[config.mk]
export PLATFORM = sky130hd
export DESIGN_NAME = tsa_tx_analog_regs
export DESIGN_NICKNAME = d
export VERILOG_FILES = /design/src/rtl/tsa_pkg.sv /design/src/rtl/tsa_reg_if.sv /design/src/rtl/tsa_axil_slave.sv /design/src/rtl/tsa_tx_analog_regs.sv
export SDC_FILE = /design/constraint.sdc
export NUM_CORES = 1
export LEC_CHECK = 0
export ABC_AREA = 1
export BUFFER_PORTS_ARGS = -buffer_cell sky130_fd_sc_hd__buf_4
export CAP_MARGIN = 20
export CORE_AREA = 4 4 163 165
export CTS_CLUSTER_DIAMETER = 60
export CTS_CLUSTER_SIZE = 20
export DETAILED_ROUTE_END_ITERATION = 8
export DIE_AREA = 0 0 167 169
export GPL_TIMING_DRIVEN = 0
export PLACE_DENSITY = 0.6
export REMOVE_ABC_BUFFERS = 1
export SLEW_MARGIN = 10
export SYNTH_ARGS = -nofsm -noshare
export SYNTH_HDL_FRONTEND = slang
export SYNTH_SLANG_ARGS = --single-unit
[constraint.sdc]
create_clock -name aclk -period 5.3 [get_ports aclk]
set_clock_uncertainty 0.2 [all_clocks]
set_input_delay 0.53 -clock aclk [delete_from_list [all_inputs] [get_ports aclk]]
set_output_delay 0.53 -clock aclk [all_outputs]
set_load 0.1 [all_outputs]
[src/rtl/tsa_pkg.sv]
// Package for the transmit analog front-end control registers.
// Assumes a 10 MHz register clock and 16-bit registers on a 32-bit bus.
package tsa_pkg;

   // ===========================================================
   // Register indices (byte address is four times the index)
   localparam logic [13:0] IDX_ANALOG_CS  = 14'h1020;
   localparam logic [13:0] IDX_SYNTH_PWR  = 14'h1021;
   localparam logic [13:0] IDX_MISC_CTRL  = 14'h1022;
   localparam logic [13:0] IDX_QUAD_SYNTH = 14'h1030;

   // ===========================================================
   // Reset values and writable masks
   localparam logic [15:0] ANALOG_CS_RST  = 16'h0800;
   localparam logic [15:0] ANALOG_CS_WM   = 16'h09FD;
   localparam logic [15:0] SYNTH_PWR_RST  = 16'h1E68;
   localparam logic [15:0] SYNTH_PWR_WM   = 16'hFFFF;
   localparam logic [15:0] MISC_CTRL_RST  = 16'h0000;
   localparam logic [15:0] MISC_CTRL_WM   = 16'h0007;
   localparam logic [15:0] QUAD_SYNTH_RST = 16'h0701;
   localparam logic [15:0] QUAD_SYNTH_WM  = 16'hFFFF;

   // ===========================================================
   // Field positions, analog control/status
   localparam int unsigned B_LOCK_IRQ_EN  = 0;
   localparam int unsigned B_LOCK_NOW     = 1;
   localparam int unsigned B_POL_INV      = 2;
   localparam int unsigned B_LOOPBACK     = 3;
   localparam int unsigned B_MODE_LO      = 6;
   localparam int unsigned B_ACTIVITY     = 14;
   localparam int unsigned B_LOCK_LATCHED = 15;
   // Field positions, synthesizer power/reset
   localparam int unsigned B_LOOP_TIME_N  = 7;
   localparam int unsigned B_PWR_LO       = 9;
   localparam int unsigned B_SYNTH_RST    = 13;
   localparam int unsigned B_SER_RST      = 14;
   // Field positions, misc control
   localparam int unsigned B_WCM          = 0;
   localparam int unsigned B_WCM_SINGLE   = 1;
   localparam int unsigned B_RECOVERED_CLOCK_SEL   = 2;
   localparam int unsigned B_RELOCKING    = 8;
   localparam int unsigned B_MODE_RSVD    = 9;
   // Field position, quad synthesizer
   localparam int unsigned B_QUAD_RST_N   = 0;

   // ===========================================================
   // Timing
   localparam int unsigned CLK_PERIOD_NS  = 100;
   localparam int unsigned QRST_MIN_NS    = 100;
   localparam int unsigned QRST_MIN_CYC   = (QRST_MIN_NS + CLK_PERIOD_NS - 1) / CLK_PERIOD_NS;
   localparam int unsigned RELOCK_MS      = 5;
   localparam int unsigned RELOCK_CYC     = RELOCK_MS * 1000000 / CLK_PERIOD_NS;

   // ===========================================================
   // Bus responses
   localparam logic [1:0]  RESP_OKAY      = 2'h0;
   localparam logic [1:0]  RESP_SLVERR    = 2'h2;

endpackage

[src/rtl/tsa_reg_if.sv]
// Register access strobes between the bus slave and the register bank.
// Assumes both ends run on the same clock.
interface tsa_reg_if;
   logic        wr_stb;
   logic [13:0] wr_idx;
   logic [15:0] wdata;
   logic [1:0]  wstrb;
   logic        wr_hit;
   logic        rd_stb;
   logic [13:0] rd_idx;
   logic [15:0] rdata;
   logic        rd_hit;

   modport bus  (output wr_stb, wr_idx, wdata, wstrb, rd_stb, rd_idx,
                 input  wr_hit, rd_hit, rdata);
   modport regs (input  wr_stb, wr_idx, wdata, wstrb, rd_stb, rd_idx,
                 output wr_hit, rd_hit, rdata);
endinterface

[src/rtl/tsa_axil_slave.sv]
// AXI4-Lite slave turning bus transfers into one-cycle register strobes.
// Assumes one write and one read outstanding at most; index is addr[15:2].
module tsa_axil_slave (
   // Clock and reset
   input  wire logic        aclk,
   input  wire logic        aresetn,
   // Write channels
   input  wire logic [15:0] awaddr,
   input  wire logic        awvalid,
   output logic             awready,
   input  wire logic [31:0] wdata,
   input  wire logic [3:0]  wstrb,
   input  wire logic        wvalid,
   output logic             wready,
   output logic [1:0]       bresp,
   output logic             bvalid,
   input  wire logic        bready,
   // Read channels
   input  wire logic [15:0] araddr,
   input  wire logic        arvalid,
   output logic             arready,
   output logic [31:0]      rdata,
   output logic [1:0]       rresp,
   output logic             rvalid,
   input  wire logic        rready,
   // Register side
   tsa_reg_if.bus           rif
);

   logic        aw_held_r;
   logic        w_held_r;
   logic        ar_held_r;
   logic        wr_stb_r;
   logic        rd_stb_r;
   logic [13:0] aw_idx_r;
   logic [13:0] ar_idx_r;
   logic [15:0] wdata_r;
   logic [1:0]  wstrb_r;

   assign rif.wr_stb = wr_stb_r;
   assign rif.wr_idx = aw_idx_r;
   assign rif.wdata  = wdata_r;
   assign rif.wstrb  = wstrb_r;
   assign rif.rd_stb = rd_stb_r;
   assign rif.rd_idx = ar_idx_r;

   // ===========================================================
   // Write address, held until the response is taken
   always_ff @(posedge aclk) begin
      if (!aresetn) begin
         aw_held_r <= 1'b0;
         awready   <= 1'b0;
         aw_idx_r  <= 14'h0000;
      end else if (awvalid && awready) begin
         aw_held_r <= 1'b1;
         awready   <= 1'b0;
         aw_idx_r  <= awaddr[15:2];
      end else if (bvalid && bready) begin
         aw_held_r <= 1'b0;
         awready   <= 1'b1;
      end else if (!aw_held_r) begin
         awready   <= 1'b1;
      end
   end

   // Write data, only the two low byte lanes carry register bits
   always_ff @(posedge aclk) begin
      if (!aresetn) begin
         w_held_r <= 1'b0;
         wready   <= 1'b0;
         wdata_r  <= 16'h0000;
         wstrb_r  <= 2'h0;
      end else if (wvalid && wready) begin
         w_held_r <= 1'b1;
         wready   <= 1'b0;
         wdata_r  <= wdata[15:0];
         wstrb_r  <= wstrb[1:0];
      end else if (bvalid && bready) begin
         w_held_r <= 1'b0;
         wready   <= 1'b1;
      end else if (!w_held_r) begin
         wready   <= 1'b1;
      end
   end

   // Write strobe once both halves are in, then the response
   always_ff @(posedge aclk) begin
      if (!aresetn) begin
         wr_stb_r <= 1'b0;
         bvalid   <= 1'b0;
         bresp    <= tsa_pkg::RESP_OKAY;
      end else begin
         wr_stb_r <= aw_held_r && w_held_r && !wr_stb_r && !bvalid;
         if (wr_stb_r) begin
            bvalid <= 1'b1;
            bresp  <= rif.wr_hit ? tsa_pkg::RESP_OKAY : tsa_pkg::RESP_SLVERR;
         end else if (bready) begin
            bvalid <= 1'b0;
         end
      end
   end

   // ===========================================================
   // Read address, strobe and registered data
   always_ff @(posedge aclk) begin
      if (!aresetn) begin
         ar_held_r <= 1'b0;
         arready   <= 1'b0;
         ar_idx_r  <= 14'h0000;
      end else if (arvalid && arready) begin
         ar_held_r <= 1'b1;
         arready   <= 1'b0;
         ar_idx_r  <= araddr[15:2];
      end else if (rvalid && rready) begin
         ar_held_r <= 1'b0;
         arready   <= 1'b1;
      end else if (!ar_held_r) begin
         arready   <= 1'b1;
      end
   end

   // Data captured at the same edge as any clear-on-read side effect
   always_ff @(posedge aclk) begin
      if (!aresetn) begin
         rd_stb_r <= 1'b0;
         rvalid   <= 1'b0;
         rresp    <= tsa_pkg::RESP_OKAY;
         rdata    <= 32'h00000000;
      end else begin
         rd_stb_r <= ar_held_r && !rd_stb_r && !rvalid;
         if (rd_stb_r) begin
            rvalid <= 1'b1;
            rresp  <= rif.rd_hit ? tsa_pkg::RESP_OKAY : tsa_pkg::RESP_SLVERR;
            rdata  <= {16'h0000, rif.rdata};
         end else if (rready) begin
            rvalid <= 1'b0;
         end
      end
   end

endmodule

[src/rtl/tsa_tx_analog_regs.sv]
// Transmit analog front-end control and status register bank.
// Assumes comparator, reference clock and data inputs synchronous to aclk.
module tsa_tx_analog_regs #(
   parameter int unsigned RELOCK_CYC = tsa_pkg::RELOCK_CYC
) (
   // Clock and reset
   input  wire logic        aclk,
   input  wire logic        aresetn,
   // AXI4-Lite write channels
   input  wire logic [15:0] awaddr,
   input  wire logic [2:0]  awprot,
   input  wire logic        awvalid,
   output logic             awready,
   input  wire logic [31:0] wdata,
   input  wire logic [3:0]  wstrb,
   input  wire logic        wvalid,
   output logic             wready,
   output logic [1:0]       bresp,
   output logic             bvalid,
   input  wire logic        bready,
   // AXI4-Lite read channels
   input  wire logic [15:0] araddr,
   input  wire logic [2:0]  arprot,
   input  wire logic        arvalid,
   output logic             arready,
   output logic [31:0]      rdata,
   output logic [1:0]       rresp,
   output logic             rvalid,
   input  wire logic        rready,
   // Monitors from the analog blocks
   input  wire logic        freq_cmp_out_of_lock,
   input  wire logic        refclk_level,
   // Transmit data sources
   input  wire logic        tx_proc_data,
   input  wire logic        rx_recovered_data,
   input  wire logic        quad_ch1_data,
   // Transmit path controls
   output logic             tx_line_data,
   output logic             serializer_clk_from_rx,
   output logic             tx_src_quad_ch1,
   output logic             tx_swing_limited,
   output logic [1:0]       quad_ch1_swing,
   output logic             synth_ref_from_rx,
   output logic             recovered_clock_sel,
   // Power and reset controls
   output logic [3:0]       block_power_en,
   output logic             synth_pll_reset,
   output logic             serializer_reset,
   output logic             quad_synth_reset_n,
   // Interrupt
   output logic             interrupt_out_n
);

   tsa_reg_if rif ();

   logic [15:0] analog_cs_r;
   logic [15:0] synth_pwr_r;
   logic [15:0] misc_ctrl_r;
   logic [15:0] quad_synth_r;
   logic        ref_lock_loss_latched;
   logic        refclk_activity_seen;
   logic        refclk_prev_r;
   logic [15:0] qrst_cnt_r;
   logic [15:0] relock_cnt_r;
   logic        analog_rd;
   logic        analog_wr;
   logic [15:0] lane_mask;
   logic        wc_write_mode;
   logic [2:0]  tx_serial_mode_sel;
   logic        mode_reserved;
   logic        tx_sel_data;

   // ===========================================================
   // Bus slave
   tsa_axil_slave u_slave (
      .aclk    (aclk),
      .aresetn (aresetn),
      .awaddr  (awaddr),
      .awvalid (awvalid),
      .awready (awready),
      .wdata   (wdata),
      .wstrb   (wstrb),
      .wvalid  (wvalid),
      .wready  (wready),
      .bresp   (bresp),
      .bvalid  (bvalid),
      .bready  (bready),
      .araddr  (araddr),
      .arvalid (arvalid),
      .arready (arready),
      .rdata   (rdata),
      .rresp   (rresp),
      .rvalid  (rvalid),
      .rready  (rready),
      .rif     (rif)
   );

   // ===========================================================
   // Decode helpers
   assign lane_mask     = {{8{rif.wstrb[1]}}, {8{rif.wstrb[0]}}};
   assign analog_rd     = rif.rd_stb && (rif.rd_idx == tsa_pkg::IDX_ANALOG_CS);
   assign analog_wr     = rif.wr_stb && (rif.wr_idx == tsa_pkg::IDX_ANALOG_CS);
   assign wc_write_mode = misc_ctrl_r[tsa_pkg::B_WCM] ^ misc_ctrl_r[tsa_pkg::B_WCM_SINGLE];
   assign tx_serial_mode_sel = analog_cs_r[tsa_pkg::B_MODE_LO +: 3];
   assign mode_reserved = tx_serial_mode_sel[1] || (tx_serial_mode_sel == 3'h7);

   // Mapped indices answer OKAY, all others SLVERR
   always_comb begin
      rif.wr_hit = (rif.wr_idx == tsa_pkg::IDX_ANALOG_CS)
                || (rif.wr_idx == tsa_pkg::IDX_SYNTH_PWR)
                || (rif.wr_idx == tsa_pkg::IDX_MISC_CTRL)
                || (rif.wr_idx == tsa_pkg::IDX_QUAD_SYNTH);
      rif.rd_hit = (rif.rd_idx == tsa_pkg::IDX_ANALOG_CS)
                || (rif.rd_idx == tsa_pkg::IDX_SYNTH_PWR)
                || (rif.rd_idx == tsa_pkg::IDX_MISC_CTRL)
                || (rif.rd_idx == tsa_pkg::IDX_QUAD_SYNTH);
   end

   // ===========================================================
   // Read data mux, unmapped indices give zero; reserved bits read zero except at the two all-ones-mask indices
   always_comb begin
      rif.rdata = 16'h0000;
      case (rif.rd_idx)
         tsa_pkg::IDX_ANALOG_CS: begin
            rif.rdata = analog_cs_r & tsa_pkg::ANALOG_CS_WM;
            rif.rdata[tsa_pkg::B_LOCK_LATCHED] = ref_lock_loss_latched;
            rif.rdata[tsa_pkg::B_ACTIVITY]     = refclk_activity_seen;
            rif.rdata[tsa_pkg::B_LOCK_NOW]     = freq_cmp_out_of_lock;
         end
         tsa_pkg::IDX_SYNTH_PWR:  rif.rdata = synth_pwr_r;
         tsa_pkg::IDX_MISC_CTRL: begin
            rif.rdata = misc_ctrl_r & tsa_pkg::MISC_CTRL_WM;
            rif.rdata[tsa_pkg::B_RELOCKING] = (relock_cnt_r != 16'h0000);
            rif.rdata[tsa_pkg::B_MODE_RSVD] = mode_reserved;
         end
         tsa_pkg::IDX_QUAD_SYNTH: rif.rdata = quad_synth_r;
         default:                 rif.rdata = 16'h0000;
      endcase
   end

   // ===========================================================
   // Writable storage, only writable bits and enabled lanes change
   // reserved bits stored as written only at the two all-ones-mask indices, elsewhere they keep the reset value
   always_ff @(posedge aclk) begin
      if (!aresetn) begin
         analog_cs_r  <= tsa_pkg::ANALOG_CS_RST;
         synth_pwr_r  <= tsa_pkg::SYNTH_PWR_RST;
         misc_ctrl_r  <= tsa_pkg::MISC_CTRL_RST;
         quad_synth_r <= tsa_pkg::QUAD_SYNTH_RST;
      end else if (rif.wr_stb) begin
         case (rif.wr_idx)
            tsa_pkg::IDX_ANALOG_CS: begin
               analog_cs_r <= (analog_cs_r & ~(lane_mask & tsa_pkg::ANALOG_CS_WM))
                            | (rif.wdata & lane_mask & tsa_pkg::ANALOG_CS_WM);
            end
            tsa_pkg::IDX_SYNTH_PWR: begin
               synth_pwr_r <= (synth_pwr_r & ~(lane_mask & tsa_pkg::SYNTH_PWR_WM))
                            | (rif.wdata & lane_mask & tsa_pkg::SYNTH_PWR_WM);
            end
            tsa_pkg::IDX_MISC_CTRL: begin
               misc_ctrl_r <= (misc_ctrl_r & ~(lane_mask & tsa_pkg::MISC_CTRL_WM))
                            | (rif.wdata & lane_mask & tsa_pkg::MISC_CTRL_WM);
            end
            tsa_pkg::IDX_QUAD_SYNTH: begin
               quad_synth_r <= (quad_synth_r & ~(lane_mask & tsa_pkg::QUAD_SYNTH_WM))
                             | (rif.wdata & lane_mask & tsa_pkg::QUAD_SYNTH_WM);
            end
            default: begin
               analog_cs_r <= analog_cs_r;
            end
         endcase
      end
   end

   // ===========================================================
   // Latched lock-loss event; a new event beats a clear
   // latch on failure
   always_ff @(posedge aclk) begin
      if (!aresetn) begin
         ref_lock_loss_latched <= 1'b0;
      end else if (freq_cmp_out_of_lock) begin
         ref_lock_loss_latched <= 1'b1;
      end else if (wc_write_mode && analog_wr && rif.wstrb[1]
                   && rif.wdata[tsa_pkg::B_LOCK_LATCHED]) begin
         ref_lock_loss_latched <= 1'b0;
      end else if (!wc_write_mode && analog_rd) begin
         ref_lock_loss_latched <= 1'b0;
      end
   end

   // ===========================================================
   // Reference clock activity; edge seen in the read cycle survives
   // edge sets, read clears
   always_ff @(posedge aclk) begin
      if (!aresetn) begin
         refclk_prev_r        <= 1'b0;
         refclk_activity_seen <= 1'b1;
      end else begin
         refclk_prev_r <= refclk_level;
         if (refclk_level && !refclk_prev_r) begin
            refclk_activity_seen <= 1'b1;
         end else if (analog_rd) begin
            refclk_activity_seen <= 1'b0;
         end
      end
   end

   // ===========================================================
   // Quad synthesizer reset: stretched to the minimum, then relock
   // minimum low time and relock wait
   always_ff @(posedge aclk) begin
      if (!aresetn) begin
         qrst_cnt_r         <= 16'h0000;
         relock_cnt_r       <= 16'h0000;
         quad_synth_reset_n <= 1'b1;
      end else if (!quad_synth_r[tsa_pkg::B_QUAD_RST_N] && quad_synth_reset_n) begin
         quad_synth_reset_n <= 1'b0;
         qrst_cnt_r         <= 16'(tsa_pkg::QRST_MIN_CYC - 1);
         relock_cnt_r       <= 16'h0000;
      end else if (!quad_synth_reset_n) begin
         if (qrst_cnt_r != 16'h0000) begin
            qrst_cnt_r <= qrst_cnt_r - 16'h0001;
         end else if (quad_synth_r[tsa_pkg::B_QUAD_RST_N]) begin
            quad_synth_reset_n <= 1'b1;
            relock_cnt_r       <= 16'(RELOCK_CYC);
         end
      end else if (relock_cnt_r != 16'h0000) begin
         relock_cnt_r <= relock_cnt_r - 16'h0001;
      end
   end

   // ===========================================================
   // Transmit data path, one register stage to the line
   // source select; reserved 111 keeps the serializer
   always_comb begin
      if (tx_serial_mode_sel[2] && (tx_serial_mode_sel != 3'h7)) begin
         tx_sel_data = quad_ch1_data;
      end else if (analog_cs_r[tsa_pkg::B_LOOPBACK]) begin
         tx_sel_data = rx_recovered_data;
      end else begin
         tx_sel_data = tx_proc_data;
      end
   end

   always_ff @(posedge aclk) begin
      if (!aresetn) begin
         tx_line_data <= 1'b0;
      end else begin
         tx_line_data <= tx_sel_data ^ analog_cs_r[tsa_pkg::B_POL_INV];
      end
   end

   // ===========================================================
   // Control outputs, registered copies of the fields
   always_ff @(posedge aclk) begin
      if (!aresetn) begin
         serializer_clk_from_rx <= 1'b0;
         tx_src_quad_ch1        <= 1'b0;
         tx_swing_limited       <= 1'b0;
         quad_ch1_swing         <= 2'h0;
         synth_ref_from_rx      <= 1'b1;
         recovered_clock_sel    <= 1'b0;
      end else begin
         serializer_clk_from_rx <= analog_cs_r[tsa_pkg::B_LOOPBACK];
         // reserved full code keeps serializer source
         tx_src_quad_ch1        <= tx_serial_mode_sel[2] && !(tx_serial_mode_sel == 3'h7);
         // swing; reserved codes fall back to full swing
         tx_swing_limited       <= (tx_serial_mode_sel[1:0] == 2'h1);
         quad_ch1_swing         <= tx_serial_mode_sel[1:0];
         synth_ref_from_rx      <= !synth_pwr_r[tsa_pkg::B_LOOP_TIME_N];
         recovered_clock_sel    <= misc_ctrl_r[tsa_pkg::B_RECOVERED_CLOCK_SEL];
      end
   end

   // Power enables and level resets; nothing here self-clears
   always_ff @(posedge aclk) begin
      if (!aresetn) begin
         block_power_en   <= 4'hF;
         synth_pll_reset  <= 1'b0;
         serializer_reset <= 1'b0;
      end else begin
         block_power_en   <= synth_pwr_r[tsa_pkg::B_PWR_LO +: 4];
         synth_pll_reset  <= synth_pwr_r[tsa_pkg::B_SYNTH_RST];
         serializer_reset <= synth_pwr_r[tsa_pkg::B_SER_RST];
      end
   end

   // ===========================================================
   // Interrupt, active-low level
   // enable gates latched bit
   always_ff @(posedge aclk) begin
      if (!aresetn) begin
         interrupt_out_n <= 1'b1;
      end else begin
         interrupt_out_n <= !(ref_lock_loss_latched && analog_cs_r[tsa_pkg::B_LOCK_IRQ_EN]);
      end
   end

endmodule

## Word-level counts from Yosys, hierarchy flattened

Cells that the tools add are included.

| operators by class | value |
|---|---|
| add/subtract/negate cells | 2 |
| equal/unequal tests | 16 |
| muxes and demuxes | 31 |
| bitwise gates (word level) | 16 |
| reduce and logical (&&, ||, !) cells | 58 |

Operators by type and width:

| cell | number |
|---|---|
| == test 14 x 13 -> 1 bit (second input constant) | 8 |
| AND 16 bit | 5 |
| two-way mux 16 bit | 4 |
| case mux 16 bit (4 select lines) | 1 |
| bitwise OR 16 bit | 2 |
| nonzero test 16 bit | 2 |
| subtractor 16 x 1 -> 16 bit (second input constant) | 2 |
| two-way mux 1 bit | 24 |
| logical AND 1 bit | 21 |
| inverter 12 -> 16 bit | 1 |
| inverter 16 bit | 1 |
| inverter 3 -> 16 bit | 1 |
| bitwise OR 16 x 12 -> 16 bit | 1 |
| bitwise OR 16 x 3 -> 16 bit | 1 |
| nonzero test 2 bit | 6 |
| zero test 1 bit | 10 |
| AND reduction 2 bit | 5 |
| OR reduction 2 bit | 5 |
| != test 2 bit (second input constant) | 4 |
| logical OR 1 bit | 7 |
| two-way mux 2 bit | 2 |
| == test 3 bit (second input constant) | 1 |
| != test 3 bit (second input constant) | 1 |
| AND reduction 3 bit | 1 |
| other kinds (5) | 7 |

| word-level totals | value |
|---|---|
| register bits after elaboration | 191 |
| input bits | 86 |
| logic and storage cells | 161 |

## Longest topological paths before layout

Gate-level depths: netlist (run 1).

| logic depth | value |
|---|---|
| depth in word-level cells | 7 |
| mapped depth | 11 |
| gate-level depth less buffers | 10 |

## Cells and area by module

Synthesis (run 1) repeated with hierarchy kept, for this count alone.

| unflattened totals | value |
|---|---|
| cell total of the unflattened synthesis | 1133 |
| area, all modules | 7828.8 µm² |

By module, submodules not included:

| module | instances | cells an instance | area an instance (µm²) |
|---|---|---|---|
| tsa_tx_analog_regs | 1 | 698 | 4793.3 |
| tsa_axil_slave | 1 | 435 | 3035.4 |

## Worst setup path before layout (run 1)

Ideal clock, no wire load.

| path | value |
|---|---|
| path type | register -> register |
| start point | reg quad_synth_reset_n |
| end point | reg qrst_cnt_r[9] |
| setup time | 71 ps |
| arrival time | 1985 ps |
| data required time | 5029 ps |
| path slack | 3044 ps |
| cell stages (with the launch flop) | 6 |
| period minus slack after synthesis | 2256 ps |
| cell sequence | dfxtp_1 > clkinv_1 > o21ai_2 > buf_4 > nand2_1 > a21oi_1 |

| on the way | value |
|---|---|
| word-level cells in the longest chain between the ends | 2 |
| elaborated cells between the ends (all ways) | 4 |
| those cells by class | bitwise (1); reduce/logical (3) |

Ends and longest elaborated chain:

| what | line | RTL |
|---|---|---|
| from (decl) | tsa_tx_analog_regs.sv:49 | `output logic quad_synth_reset_n,` |
| from (signal assigned) | tsa_tx_analog_regs.sv:215 | `quad_synth_reset_n <= 1'b1;` |
| from (signal assigned) | tsa_tx_analog_regs.sv:217 | `quad_synth_reset_n <= 1'b0;` |
| from (signal assigned) | tsa_tx_analog_regs.sv:224 | `quad_synth_reset_n <= 1'b1;` |
| logical AND 1 bit / inverter 1 bit (equally long branches) | -- |  |
| OR reduction 2 bit (no line) / AND reduction 2 bit (equally long branches) | -- |  |
| to (signal assigned) | tsa_tx_analog_regs.sv:218 | `qrst_cnt_r <= 16'(tsa_pkg::QRST_MIN_CYC - 1);` |
| to (signal assigned) | tsa_tx_analog_regs.sv:222 | `qrst_cnt_r <= qrst_cnt_r - 16'h0001;` |
| to (decl) | tsa_tx_analog_regs.sv:63 | `logic [15:0] qrst_cnt_r;` |

Parallel ways exist; a longest one is shown, timed or not.
A chain may end at the register's enable or synchronous reset.

## Final worst setup path (run 1)

| path | value |
|---|---|
| start point | in aresetn |
| end point | reg relock_cnt_r[9] |

| on the way | value |
|---|---|
| word-level cells in the longest chain between the ends | 2 |

Ends and longest elaborated chain:

| what | line | RTL |
|---|---|---|
| from (decl) | tsa_tx_analog_regs.sv:8 | `input wire logic aresetn,` |
| inverter 1 bit (no line) | -- |  |
| OR reduction 2 bit (no line) | -- |  |
| to (signal assigned) | tsa_tx_analog_regs.sv:225 | `relock_cnt_r <= 16'(RELOCK_CYC);` |
| to (signal assigned) | tsa_tx_analog_regs.sv:228 | `relock_cnt_r <= relock_cnt_r - 16'h0001;` |
| to (decl) | tsa_tx_analog_regs.sv:64 | `logic [15:0] relock_cnt_r;` |

No other way between the ends.

==> summary.md, run 1 <==
| Metric | Value |
|---|---|
| Number of distinct library cells after synthesis | 37 |
| R2R Path End | refclk_activity_seen$_SDFFE_PP1P_ |
| Cells on worst reg2reg path | 3 |
| Cells after synthesis | 1028 |
| Avg Inst Size Synth | 7.22 sq um |
| Largest net degree at the start of global routing | 109 |
| Maxcap violations | 0 |
| Slew @ Worst Pin | 0.980 ns |
| Worst setup SP type | input pin |
| Peak per-stage delay on the critical path | 0.80 ns |
| Vias per Instance | 4.53 |
| Worst path cell trace | buf_4 > inv_1 > buf_16 > a21oi_4 > clkinv_1 > a31oi_1 |
| Leak | 3.88 nW |
| Core Footprint | 0.0250 sq mm |
| Critical path data required time | 5.43 ns |
| Commonest non-fill, non-tap cells in the layout | 169 x nand2_1, 169 x dfxtp_1, 143 x nor2_1, 107 x o21ai_0, 103 x inv_1 |
| IO Count | 143 |
| Maximum vdd drop | 0.000217 V |
| DRT antenna net count | 0 |
| Hpwl dp | 13300 microns |
| R2r setup slk | 2.64 ns |
| Psw | 1.14 mW |
| Reg2reg start | u_slave.rif.rd_stb$_SDFF_PN0_ |
| Vias in the first global route | 6196 |
| RSZ-0062 raised after global routing | no |
| Initial antenna violation count | 0 |
| Clock Pin Slew Worst Setup and Hold Paths | 0.06 ns |
| Fmax | 0.295 GHz |
| Cell row count | 58 |
| Worst Hold Path Cells | 2 |
| Post-synth ARST share | 0 |
| Seq pwr share | 0.409 |
| Global-route wire length before repair | 31200 microns |
| CTS root buffer | clkbuf_16 |
| Clock Latency Late Sink | 0.43 ns |
| Layout cells sized above 1 | 0.147 |
| Seq cells post-synth | 169 |
| Final setup fails | 0 |
| NumNets Final | 1188 |
| Grt ovf | 0 |
| Count of clock tree sinks | 169 |
| H-Tree Depth | 4 |
| Critical path class | in2reg |
| Pwr dens | 393 mW/mm^2 |
| Min-Delay Endpoint | u_slave.rvalid$_SDFFE_PN0P_ |
| CTS Buf Count | 17 |
| Critical Path Slowest Stage Cell | clkinv_1 |
| Routed wire per std cell | 13.2 microns |
| CTS tree | done |
| Switching share of power | 0.324 |
| Non-filler cells in the finished layout | 1443 |
| Ys flop type | dfxtp_1 |
| Status | finished clean |
| Crit end category | flip-flop |
| Slew Limit Fails | 0 |
| Final hold vios | 0 |
| Clock power frac | 0.363 |
| Area delta synth->final | 20.3% |
| Minimum clock period | 3.39 ns |
| Layout fillers | 2643 |
| Die height | 169 microns |
| Setup TNS | 0 ns |
| Pint | 2.37 mW |
| Setup bufs post-CTS | 0 |
| Cts hold-fix bufs | 0 |
| Initial Utilization | 0.297 |
| Combinational fraction of design power | 0.228 |
| CP max FO | 108 |
| Tot GR Track Use | 0.134 |
| Post-cts resize count | 0 |
| RePlAce Congestion | 0.849 |
| Die Wd | 167 microns |
| Sequential-to-total area share from yosys stat | 0.456 |
| First-pass DRT Iterations | 5 |
| Antenna diodes | 0 |
| YS warnings | 0 |
| Final Total Pwr | 3.51 mW |
| Mapped Area | 0.00743 sq mm |
| Port Buf Inserts | 96 |
| Via count | 6539 |
| Total wire length | 19100 microns |
| Placed Cells incl. Taps | 1410 |
| Post-synth EDFFs | 0 |
| Final period utilization | 0.639 |
| CTS max path bufs | 2 |
| CP arrival | 3.51 ns |
| DRT iter0 DRCs | 357 |
| HP Start | rready |
| Slew HR | 0.345 |
| # DRC | 0 |
| Die area | 0.0282 sq mm |
| Worst min path class | in2reg |
-- worst max-delay path: cells and delay by family --
family          cells  cell delay [ns]
compound gates      2             0.61
buf+inv             4             2.33
-- metrics by stage --
stage / hold slack, ns / util / area [sq um] / setup WS (ns)
floorplan: 0.171 / - / 7130 / 2.71
global placement: 0.208 / 0.330 / 8260 / 1.19
detailed placement: 0.214 / 0.332 / 8320 / 1.40
CTS: 0.0705 / 0.356 / 8920 / 1.87
global route: 0.0865 / 0.357 / 8930 / 1.57
finish: 0.0896 / 0.357 / 8930 / 1.91
-- cells in the mapped netlist, types with 2 or more instances --
cell type  instances  area (sq um)
a21oi_1           92           460
a21oi_2            9          78.8
a31oi_1            2          12.5
buf_1              3          11.3
buf_2             12          60.1
buf_4             25           188
buf_6              2          22.5
clkbuf_1          22          82.6
clkinv_1           3          11.3
dfxtp_1          169          3380
ha_1               2          25.0
inv_1            103           387
inv_2              3          11.3
nand2_1          169           634
nand2_2            3          18.8
nand2_4            2          22.5
nand3_1           97           485
nand3_2            2          20.0
nand3b_1           3          22.5
nand4_1            8          50.1
nor2_1           143           537
nor2_2             7          43.8
nor2_4             3          33.8
nor3_1             7          35.0
nor4_1             2          12.5
o211ai_1           7          52.6
o21ai_0          107           536
xnor2_1            3          26.3
xor2_1            10          87.6
-- power by group through the flow --
stage | logic (mW) | registers (mW) | clock network, mW
floorplan | 0.607 | 1.47 | 0
global placement | 0.776 | 1.46 | 0
detailed placement | 0.796 | 1.46 | 0
CTS | 0.799 | 1.44 | 1.30
global route | 0.908 | 1.45 | 1.36
finish | 0.798 | 1.44 | 1.27
-- per-layer routing --
metal  global-route usage  part of all wire  up-vias
li1                     -                 -     3438
met1                0.173              0.47     2990
met2                0.224              0.47      101
met3               0.0371             0.048       10
met4               0.0317            0.0073        0
met5                    0                 0        -
-- kinds of logic after synthesis --
| family | Yosys count | share of synthesized area |
|---|---|---|
| AO/OA/AOI/OAI | 222 | 0.160 |
| XOR/XNOR | 13 | 0.0153 |
| adder cells (fa/ha/maj) | 2 | 0.00337 |
| buffers and inverters | 173 | 0.104 |
| flip-flops | 169 | 0.456 |
| other | 1 | 0.000505 |
| AND/OR/NAND/NOR | 448 | 0.262 |
-- layout make-up --
cell class / instances / area (sq um) / share of cell area
Tap cell: 330 / 413 / 0.0462
Inverter: 109 / 409 / 0.0458
Clock inverter: 11 / 131 / 0.0147
Multi-Input combinational cell: 703 / 3330 / 0.373
Timing Repair Buffer: 100 / 791 / 0.0885
Sequential cell: 169 / 3380 / 0.379
Clock buffer: 21 / 470 / 0.0527
-- how the worst max path moves through the flow --
stage | start | end | slack [ns] | cells after the start
finish | aresetn | relock_cnt_r[9]$_SDFFE_PP0P_ | 1.91 | 6
global route | aresetn | qrst_cnt_r[8]$_SDFFE_PP0P_ | 1.57 | 6
detailed placement | aresetn | qrst_cnt_r[3]$_SDFFE_PP0P_ | 1.40 | 6
floorplan | quad_synth_reset_n$_SDFF_PN1_ | qrst_cnt_r[12]$_SDFFE_PP0P_ | 2.71 | 5
CTS | aresetn | qrst_cnt_r[3]$_SDFFE_PP0P_ | 1.87 | 6
global placement | aresetn | relock_cnt_r[4]$_SDFFE_PP0P_ | 1.19 | 5
No activity file was read; power rests on OpenSTA's default activity.
==> run 2: changes to the inputs <==
==> constraint.sdc (replaced) <==
create_clock -name aclk -period 3.38 [get_ports aclk]
set_clock_uncertainty 0.2 [all_clocks]
set_input_delay 0.338 -clock aclk [delete_from_list [all_inputs] [get_ports aclk]]
set_output_delay 0.338 -clock aclk [all_outputs]
set_load 0.1 [all_outputs]
==> run 2 against run 1 <==
Register-to-register slack worse by 1.9 ns. Non-clock buffer count increased by 38. Count of clock-buffer cells in the layout is the same. Clock power grew 57%. Critical path depth stayed put. Critical endpoint is now qrst_cnt_r[11]$_SDFFE_PP0P_. Largest power group unchanged.
==> summary.md, run 2 (synthesis results as in run 1) <==
| Metric | Value |
|---|---|
| Status | finished clean |
| Grt ovf | 0 (unchanged) |
| Post-route cell area | 0.00932 sq mm (+4.3%) |
| Final hold vios | 0 (unchanged) |
| Die height | 169 microns (unchanged) |
| Placed cell areas | 0.00832 sq mm (unchanged) |
| Maxcap violations | 0 (unchanged) |
| Critical path data required time | 3.52 ns (-1.91 ns) |
| Tot GR Track Use | 0.137 (+0.00311) |
| Crit end category | flip-flop |
| Slew HR | 0.346 (+0.00168) |
| R2R Path End | refclk_activity_seen$_SDFFE_PP1P_ |
| Count of clock tree sinks | 169 (unchanged) |
| RSZ-0062 raised after global routing | no |
| Global-route wire length before repair | 32000 microns (+2.7%) |
| Peak per-stage delay on the critical path | 0.71 ns (-0.09 ns) |
| CP arrival | 3.01 ns (-0.50 ns) |
| Layout fillers | 2608 (-1.3%) |
| Die area | 0.0282 sq mm (unchanged) |
| Leak | 4.04 nW (+4.1%) |
| R2r setup slk | 0.72 ns (-1.92 ns) |
| Area delta synth->final | 25.4% |
| Die Wd | 167 microns (unchanged) |
| Worst path cell trace | buf_4 > inv_1 > buf_16 > a21oi_4 > clkinvlp_4 > a21oi_1 |
| NumNets Final | 1226 (+3.2%) |
| Slew Limit Fails | 0 (unchanged) |
| Initial Utilization | 0.297 (unchanged) |
| CTS tree | done |
| Maximum vdd drop | 0.000341 V (+57%) |
| Vias in the first global route | 6399 (+3.3%) |
| Cells on worst reg2reg path | 3 (unchanged) |
| Slew @ Worst Pin | 0.980 ns (-0.000141 ns) |
| H-Tree Depth | 4 (unchanged) |
| Critical Path Slowest Stage Cell | buf_4 |
| Critical path class | in2reg |
| Hpwl dp | 13300 microns (unchanged) |
| Via count | 6690 (+2.3%) |
| # DRC | 0 (unchanged) |
| Total wire length | 19400 microns (+1.7%) |
| IO Count | 143 (unchanged) |
| Largest net degree at the start of global routing | 109 (unchanged) |
| Minimum clock period | 2.87 ns |
| Clock Latency Late Sink | 0.42 ns (about the same) |
| Worst setup SP type | input pin |
| Initial antenna violation count | 0 (unchanged) |
| CTS root buffer | clkbuf_16 |
| Port Buf Inserts | 96 (unchanged) |
| CP bufs+invs | 4 (unchanged) |
| DRT antenna net count | 0 (unchanged) |
| Fmax | 0.348 GHz |
| Placement Setup Slack | -0.325 ns (-1.73 ns) |
| Antenna diodes | 0 (unchanged) |
| DRT iter0 DRCs | 341 (-4.5%) |
| Setup ws final | 0.506 ns (-1.41 ns) |
| Placed Cells incl. Taps | 1410 (unchanged) |
| Min-Delay Endpoint | u_slave.rif.rd_idx[1]$_SDFFE_PN0P_ |
| Non-filler cells in the finished layout | 1481 (+2.6%) |
| Vias per Instance | 4.52 (-0.32%) |
| Commonest non-fill, non-tap cells in the layout | 169 x nand2_1, 169 x dfxtp_1, 143 x nor2_1, 107 x o21ai_0, 103 x inv_1 |
| CP max FO | 108 (unchanged) |
| Cell row count | 58 (unchanged) |
| Routed wire per std cell | 13.1 microns (-0.89%) |
| Pwr dens | 594 mW/mm^2 (+51%) |
| Worst Hold Path Cells | 3 (+1) |
| First-pass DRT Iterations | 5 (unchanged) |
| CTS Buf Count | 17 (unchanged) |
| CTS max path bufs | 2 (unchanged) |
| Reg2reg start | u_slave.rif.rd_stb$_SDFF_PN0_ |
| Clock Pin Slew Worst Setup and Hold Paths | 0.07 ns (about the same) |
| Layout cells sized above 1 | 0.143 (-0.00400) |
| RePlAce Congestion | 0.849 (unchanged) |
| Fin util | 0.372 (+0.0153) |
| Worst hold margin | 0.0110 ns (-0.0785 ns) |
| Final period utilization | 0.850 |
| Core Footprint | 0.0250 sq mm (unchanged) |
| Worst min path class | in2reg |
| Final setup fails | 0 (unchanged) |
| Top Family by Delay on Critical Path | buffers and inverters |
| HP Start | araddr[3] |
## run 2: cell count changes in the layout (fill, tap and decap cells not counted), sizes merged
cell / change
clkinvlp: +1
clkinv: -1
dlygate4sd3: +38
## run 2: cell type report
cell class                 count  area, sq um  share of cell area
inverter                     109          413              0.0443
clock buffer                  21          470              0.0505
multi-input combinational    703         3330               0.358
clock inverter                11          131              0.0141
sequential                   169         3380               0.363
timing repair buffer         138         1170               0.126
tap                          330          413              0.0443
## run 2: metrics by stage
| stage | TNS, ns | total power, mW |
|---|---|---|
| global route | 0 | 5.87 |
| finish | 0 | 5.53 |
| detailed placement | -6.98 | 3.54 |
| floorplan | 0 | 3.25 |
| global placement | -12.46 | 3.51 |
| CTS | 0 | 5.58 |
## run 2: worst max path at each step
stage                                  startpoint                           end  slack [ns]  cells after the start
floorplan           quad_synth_reset_n$_SDFF_PN1_   qrst_cnt_r[12]$_SDFFE_PP0P_        0.79                      5
global placement                          aresetn  relock_cnt_r[4]$_SDFFE_PP0P_       -0.54                      5
detailed placement                        aresetn    qrst_cnt_r[3]$_SDFFE_PP0P_       -0.32                      6
CTS                                       aresetn    qrst_cnt_r[3]$_SDFFE_PP0P_        0.15                      6
global route                              aresetn    qrst_cnt_r[8]$_SDFFE_PP0P_        0.20                      6
finish                                    aresetn   qrst_cnt_r[11]$_SDFFE_PP0P_        0.51                      6
## run 2: worst min-delay path, cell delays in order
cell,delay [ns]
buf_4,0.07
o21ai_0,0.08
a21oi_1,0.11
## run 2: repair_timing
action                                  4_1_cts  5_1_grt
buffers inserted                              0        0
endpoints found under the setup margin        0       26
hold buffers                                 38        0
resized for setup                             0        1
hold endpoints to repair                     39        0
## run 2: report_power, final
group          switching, mW  internal (mW)  leakage [nW]
combinational          0.832          0.456          2.36
clock                  0.833           1.16         0.300
sequential             0.122           2.13          1.38
total                   1.79           3.75          4.04
## run 2: routing by layer
metal	GRT usage	vias to the layer above	share of wire	routed length, microns
met5	0	-	0	0
met4	0.0317	0	0.0072	139
met3	0.0357	10	0.044	847
met2	0.232	104	0.48	9250
met1	0.176	3065	0.47	9180
li1	-	3511	-	-
==> run 3: changes to the inputs <==
--- a/config.mk
+++ b/config.mk
@@ -8,15 +8,16 @@
 export ABC_AREA = 1
 export BUFFER_PORTS_ARGS = -buffer_cell sky130_fd_sc_hd__buf_4
 export CAP_MARGIN = 20
-export CORE_AREA = 4 4 163 165
+export CORE_AREA = 4 4 167 169
 export CTS_CLUSTER_DIAMETER = 60
 export CTS_CLUSTER_SIZE = 20
 export DETAILED_ROUTE_END_ITERATION = 8
-export DIE_AREA = 0 0 167 169
+export DIE_AREA = 0 0 171 173
 export GPL_TIMING_DRIVEN = 0
 export PLACE_DENSITY = 0.6
 export REMOVE_ABC_BUFFERS = 1
 export SLEW_MARGIN = 10
 export SYNTH_ARGS = -nofsm -noshare
 export SYNTH_HDL_FRONTEND = slang
+export SYNTH_HIERARCHICAL = 1
 export SYNTH_SLANG_ARGS = --single-unit
==> run 3 against run 2 <==
First-iteration DRC count is 18% higher. Synthesized cell count is 10% higher. Sequential cell count stayed put. Clock power is 8% higher. Global-route usage is 0.26 points lower. Area after synthesis is 5.4% higher. Die area is 4.8% higher. Count of clock-buffer cells in the layout is 1 lower. Cell count is 8.9% higher. Critical path type is now reg2reg.
==> summary.md, run 3 <==
| Metric | Value |
|---|---|
| Status | finished clean |
| Setup TNS | 0 ns (unchanged) |
| CP max FO | 20 (-81%) |
| Seq pwr share | 0.404 (-0.003) |
| IO Count | 143 (unchanged) |
| Die area | 0.0296 sq mm (+4.8%) |
| Post-synth EDFFs | 0 (unchanged) |
| Pint | 3.78 mW (+0.93%) |
| Slew Limit Fails | 0 (unchanged) |
| Fin util | 0.369 (-0.00295) |
| Top-area cell type share of the netlist area | 0.432 (-0.0234) |
| Final hold vios | 0 (unchanged) |
| Vias in the first global route | 6538 (+2.2%) |
| CTS Buf Count | 17 (unchanged) |
| Routed wire per std cell | 12.2 microns (-6.8%) |
| Count of clock tree sinks | 169 (unchanged) |
| Seq cells post-synth | 169 (unchanged) |
| Worst min path class | in2reg |
| Psw | 1.67 mW (-6.3%) |
| Synth cell count leaders | 265 x nand2_1, 228 x nor2_1, 169 x dfxtp_1 |
| Crit end category | flip-flop |
| Vias per Instance | 4.36 (-3.6%) |
| Worst setup SP type | flip-flop |
| Worst Hold Path Cells | 5 (+2) |
| Via count | 7025 (+5.0%) |
| YS warnings | 6 (+6) |
| Maximum vdd drop | 0.000281 V (-18%) |
| Final Total Pwr | 5.46 mW (-1.4%) |
| R2R Path End | qrst_cnt_r[3]$_SDFFE_PP0P_ |
| RSZ-0062 raised after global routing | no |
| Final period utilization | 0.736 (-0.115) |
| Pwr dens | 556 mW/mm^2 (-6.4%) |
| CTS max path bufs | 2 (unchanged) |
| Commonest non-fill, non-tap cell in the layout | nand2_1 |
| First-pass DRT Iterations | 5 (unchanged) |
| DRT antenna net count | 0 (unchanged) |
| Clock power frac | 0.393 (+0.033) |
| Count leader, synth | nand2_1 |
| Die height | 173 microns (+2.4%) |
| H-Tree Depth | 4 (unchanged) |
| Cells on worst reg2reg path | 8 (+5) |
| Cell row count | 60 (+3.4%) |
| Initial Utilization | 0.295 (-0.00207) |
| DRT iter0 DRCs | 401 (+18%) |
| Post-synth ARST share | 0 (unchanged) |
| Initial antenna violation count | 0 (unchanged) |
| Minimum clock period | 2.49 ns (-0.388 ns) |
| Largest net degree at the start of global routing | 88 (-19%) |
| Antenna diodes | 0 (unchanged) |
| CP arrival | 2.57 ns (-0.44 ns) |
| Grt ovf | 0 (unchanged) |
| R2r setup slk | 0.89 ns (+0.17 ns) |
| Ys flop type | dfxtp_1 |
| Fmax | 0.402 GHz (+16%) |
| Commonest non-fill, non-tap cells in the layout | 265 x nand2_1, 228 x nor2_1, 169 x dfxtp_1, 138 x inv_1, 96 x buf_4 |
| Slew HR | 0.327 (-0.0199) |
| Number of distinct library cells after synthesis | 35 (-5.4%) |
| Clock Latency Late Sink | 0.42 ns (about the same) |
| Area delta synth->final | 25.3% (about the same) |
| Final setup fails | 0 (unchanged) |
| Tot GR Track Use | 0.134 (-0.00261) |
| Maxcap violations | 0 (unchanged) |
| Post-cts resize count | 0 (unchanged) |
| Core Footprint | 0.0266 sq mm (+6.1%) |
| Area leader, netlist | dfxtp_1 |
| Synth top area cells | dfxtp_1 43%, nand2_1 13%, nor2_1 11% |
| HP Start | awaddr[14] |
| Mapped Area | 0.00783 sq mm (+5.4%) |
| Critical Path Slowest Stage Cell | a21oi_2 |
| Sequential-to-total area share from yosys stat | 0.432 (-0.0234) |
| Reg2reg start | qrst_cnt_r[0]$_SDFFE_PP0P_ |
| Combinational fraction of design power | 0.203 (-0.030) |
| Clock Pin Slew Worst Setup and Hold Paths | 0.07 ns (about the same) |
| Die Wd | 171 microns (+2.4%) |
| RePlAce Congestion | 0.838 (-1.2%) |
| Total wire length | 19700 microns (+1.5%) |
| Min-Delay Endpoint | u_slave/rif.wr_idx[12]$_SDFFE_PN0P_ |
| Worst path cell trace | inv_1 > ha_1 > nand2_4 > nor2_8 > a21oi_2 > inv_1 > nand2_1 > a21oi_1 |
| Critical path data required time | 3.47 ns (-0.05 ns) |
| NumNets Final | 1348 (+10%) |
| CTS root buffer | clkbuf_16 |
| Hpwl dp | 13600 microns (+1.9%) |
| CTS tree | done |
| Peak per-stage delay on the critical path | 0.63 ns (-0.08 ns) |
| Avg Inst Size Synth | 6.91 sq um (-4.4%) |
| Layout cells sized above 1 | 0.133 (-0.0105) |
| Global-route wire length before repair | 32800 microns (+2.5%) |
| Slew @ Worst Pin | 1.01 ns (+0.0285 ns) |
| Critical path class | reg2reg |
| Port Buf Inserts | 96 (unchanged) |
| Cells after synthesis | 1133 (+10%) |
| # DRC | 0 (unchanged) |
| Leak | 4.58 nW (+13%) |
| Switching share of power | 0.307 (-0.0161) |
| Worst path most repeated cell | inv_1 |
run 3: layer usage:
layer	global-route usage	part of all wire	wire (microns)	vias to the layer above
met1	0.174	0.47	9250	3134
met2	0.227	0.48	9450	119
li1	-	-	-	3753
met4	0.0366	0.015	292	0
met5	0	0	0	-
met3	0.0274	0.037	724	19
run 3: final cells by class:
type | count | area [sq um]
Clock buffer | 20 | 467
Clock inverter | 12 | 188
Sequential cell | 169 | 3380
Inverter | 144 | 541
Tap cell | 341 | 427
Fill cell | 2844 | 16800
Multi-Input combinational cell | 779 | 3550
Timing Repair Buffer | 148 | 1260
run 3: power groups by stage:
stage	Combinational (mW)	Sequential (mW)	Clock, mW
global placement	1.05	2.25	0
global route	1.25	2.22	2.29
CTS	1.11	2.21	2.20
finish	1.11	2.21	2.14
floorplan	0.710	2.33	0
detailed placement	1.06	2.25	0
run 3: logic make-up after synthesis:
family	after synthesis	share of synthesized area
other	1	0.000479
AOI/OAI and AO/OA	144	0.0994
DFF	169	0.432
adders and majority gates	3	0.00480
and+or+nand+nor	604	0.329
buffers and inverters	202	0.123
xor gates and xnor gates	10	0.0112
run 3: metrics by stage:
stage	cell area, sq um	hold WS (ns)	setup WS (ns)	std cells
after floorplan	7470	0.158	1.10	1092
after global placement	8620	0.184	0.694	1529
after detailed placement	8650	0.187	0.853	1530
after CTS	9810	0.000249	0.823	1613
after global routing	9810	0.0296	0.618	1613
final	9810	0.0152	0.893	1613
run 3: critical path: cells and delay by family (launching register included):
kind | cells | cell delay [ns]
compound gates | 2 | 0.70
fa+ha+maj | 1 | 0.27
buf+inv | 2 | 0.48
flops | 1 | 0.35
simple gates | 3 | 0.36
run 3: worst max path at each step:
stage,startpoint,endpoint,slack [ns]
final,qrst_cnt_r[0]$_SDFFE_PP0P_,qrst_cnt_r[3]$_SDFFE_PP0P_,0.89
after global routing,qrst_cnt_r[0]$_SDFFE_PP0P_,qrst_cnt_r[13]$_SDFFE_PP0P_,0.62
after CTS,qrst_cnt_r[0]$_SDFFE_PP0P_,qrst_cnt_r[13]$_SDFFE_PP0P_,0.82
after detailed placement,qrst_cnt_r[0]$_SDFFE_PP0P_,qrst_cnt_r[3]$_SDFFE_PP0P_,0.85
after global placement,aresetn,relock_cnt_r[3]$_SDFFE_PP0P_,0.69
after floorplan,quad_synth_reset_n$_SDFF_PN1_,relock_cnt_r[12]$_SDFFE_PP0P_,1.10
run 3: repair_timing:
action | CTS | global route
endpoints found under the setup margin | 0 | 0
hold endpoints to repair | 53 | 0
setup buffers | 0 | 0
hold buffers | 51 | 0
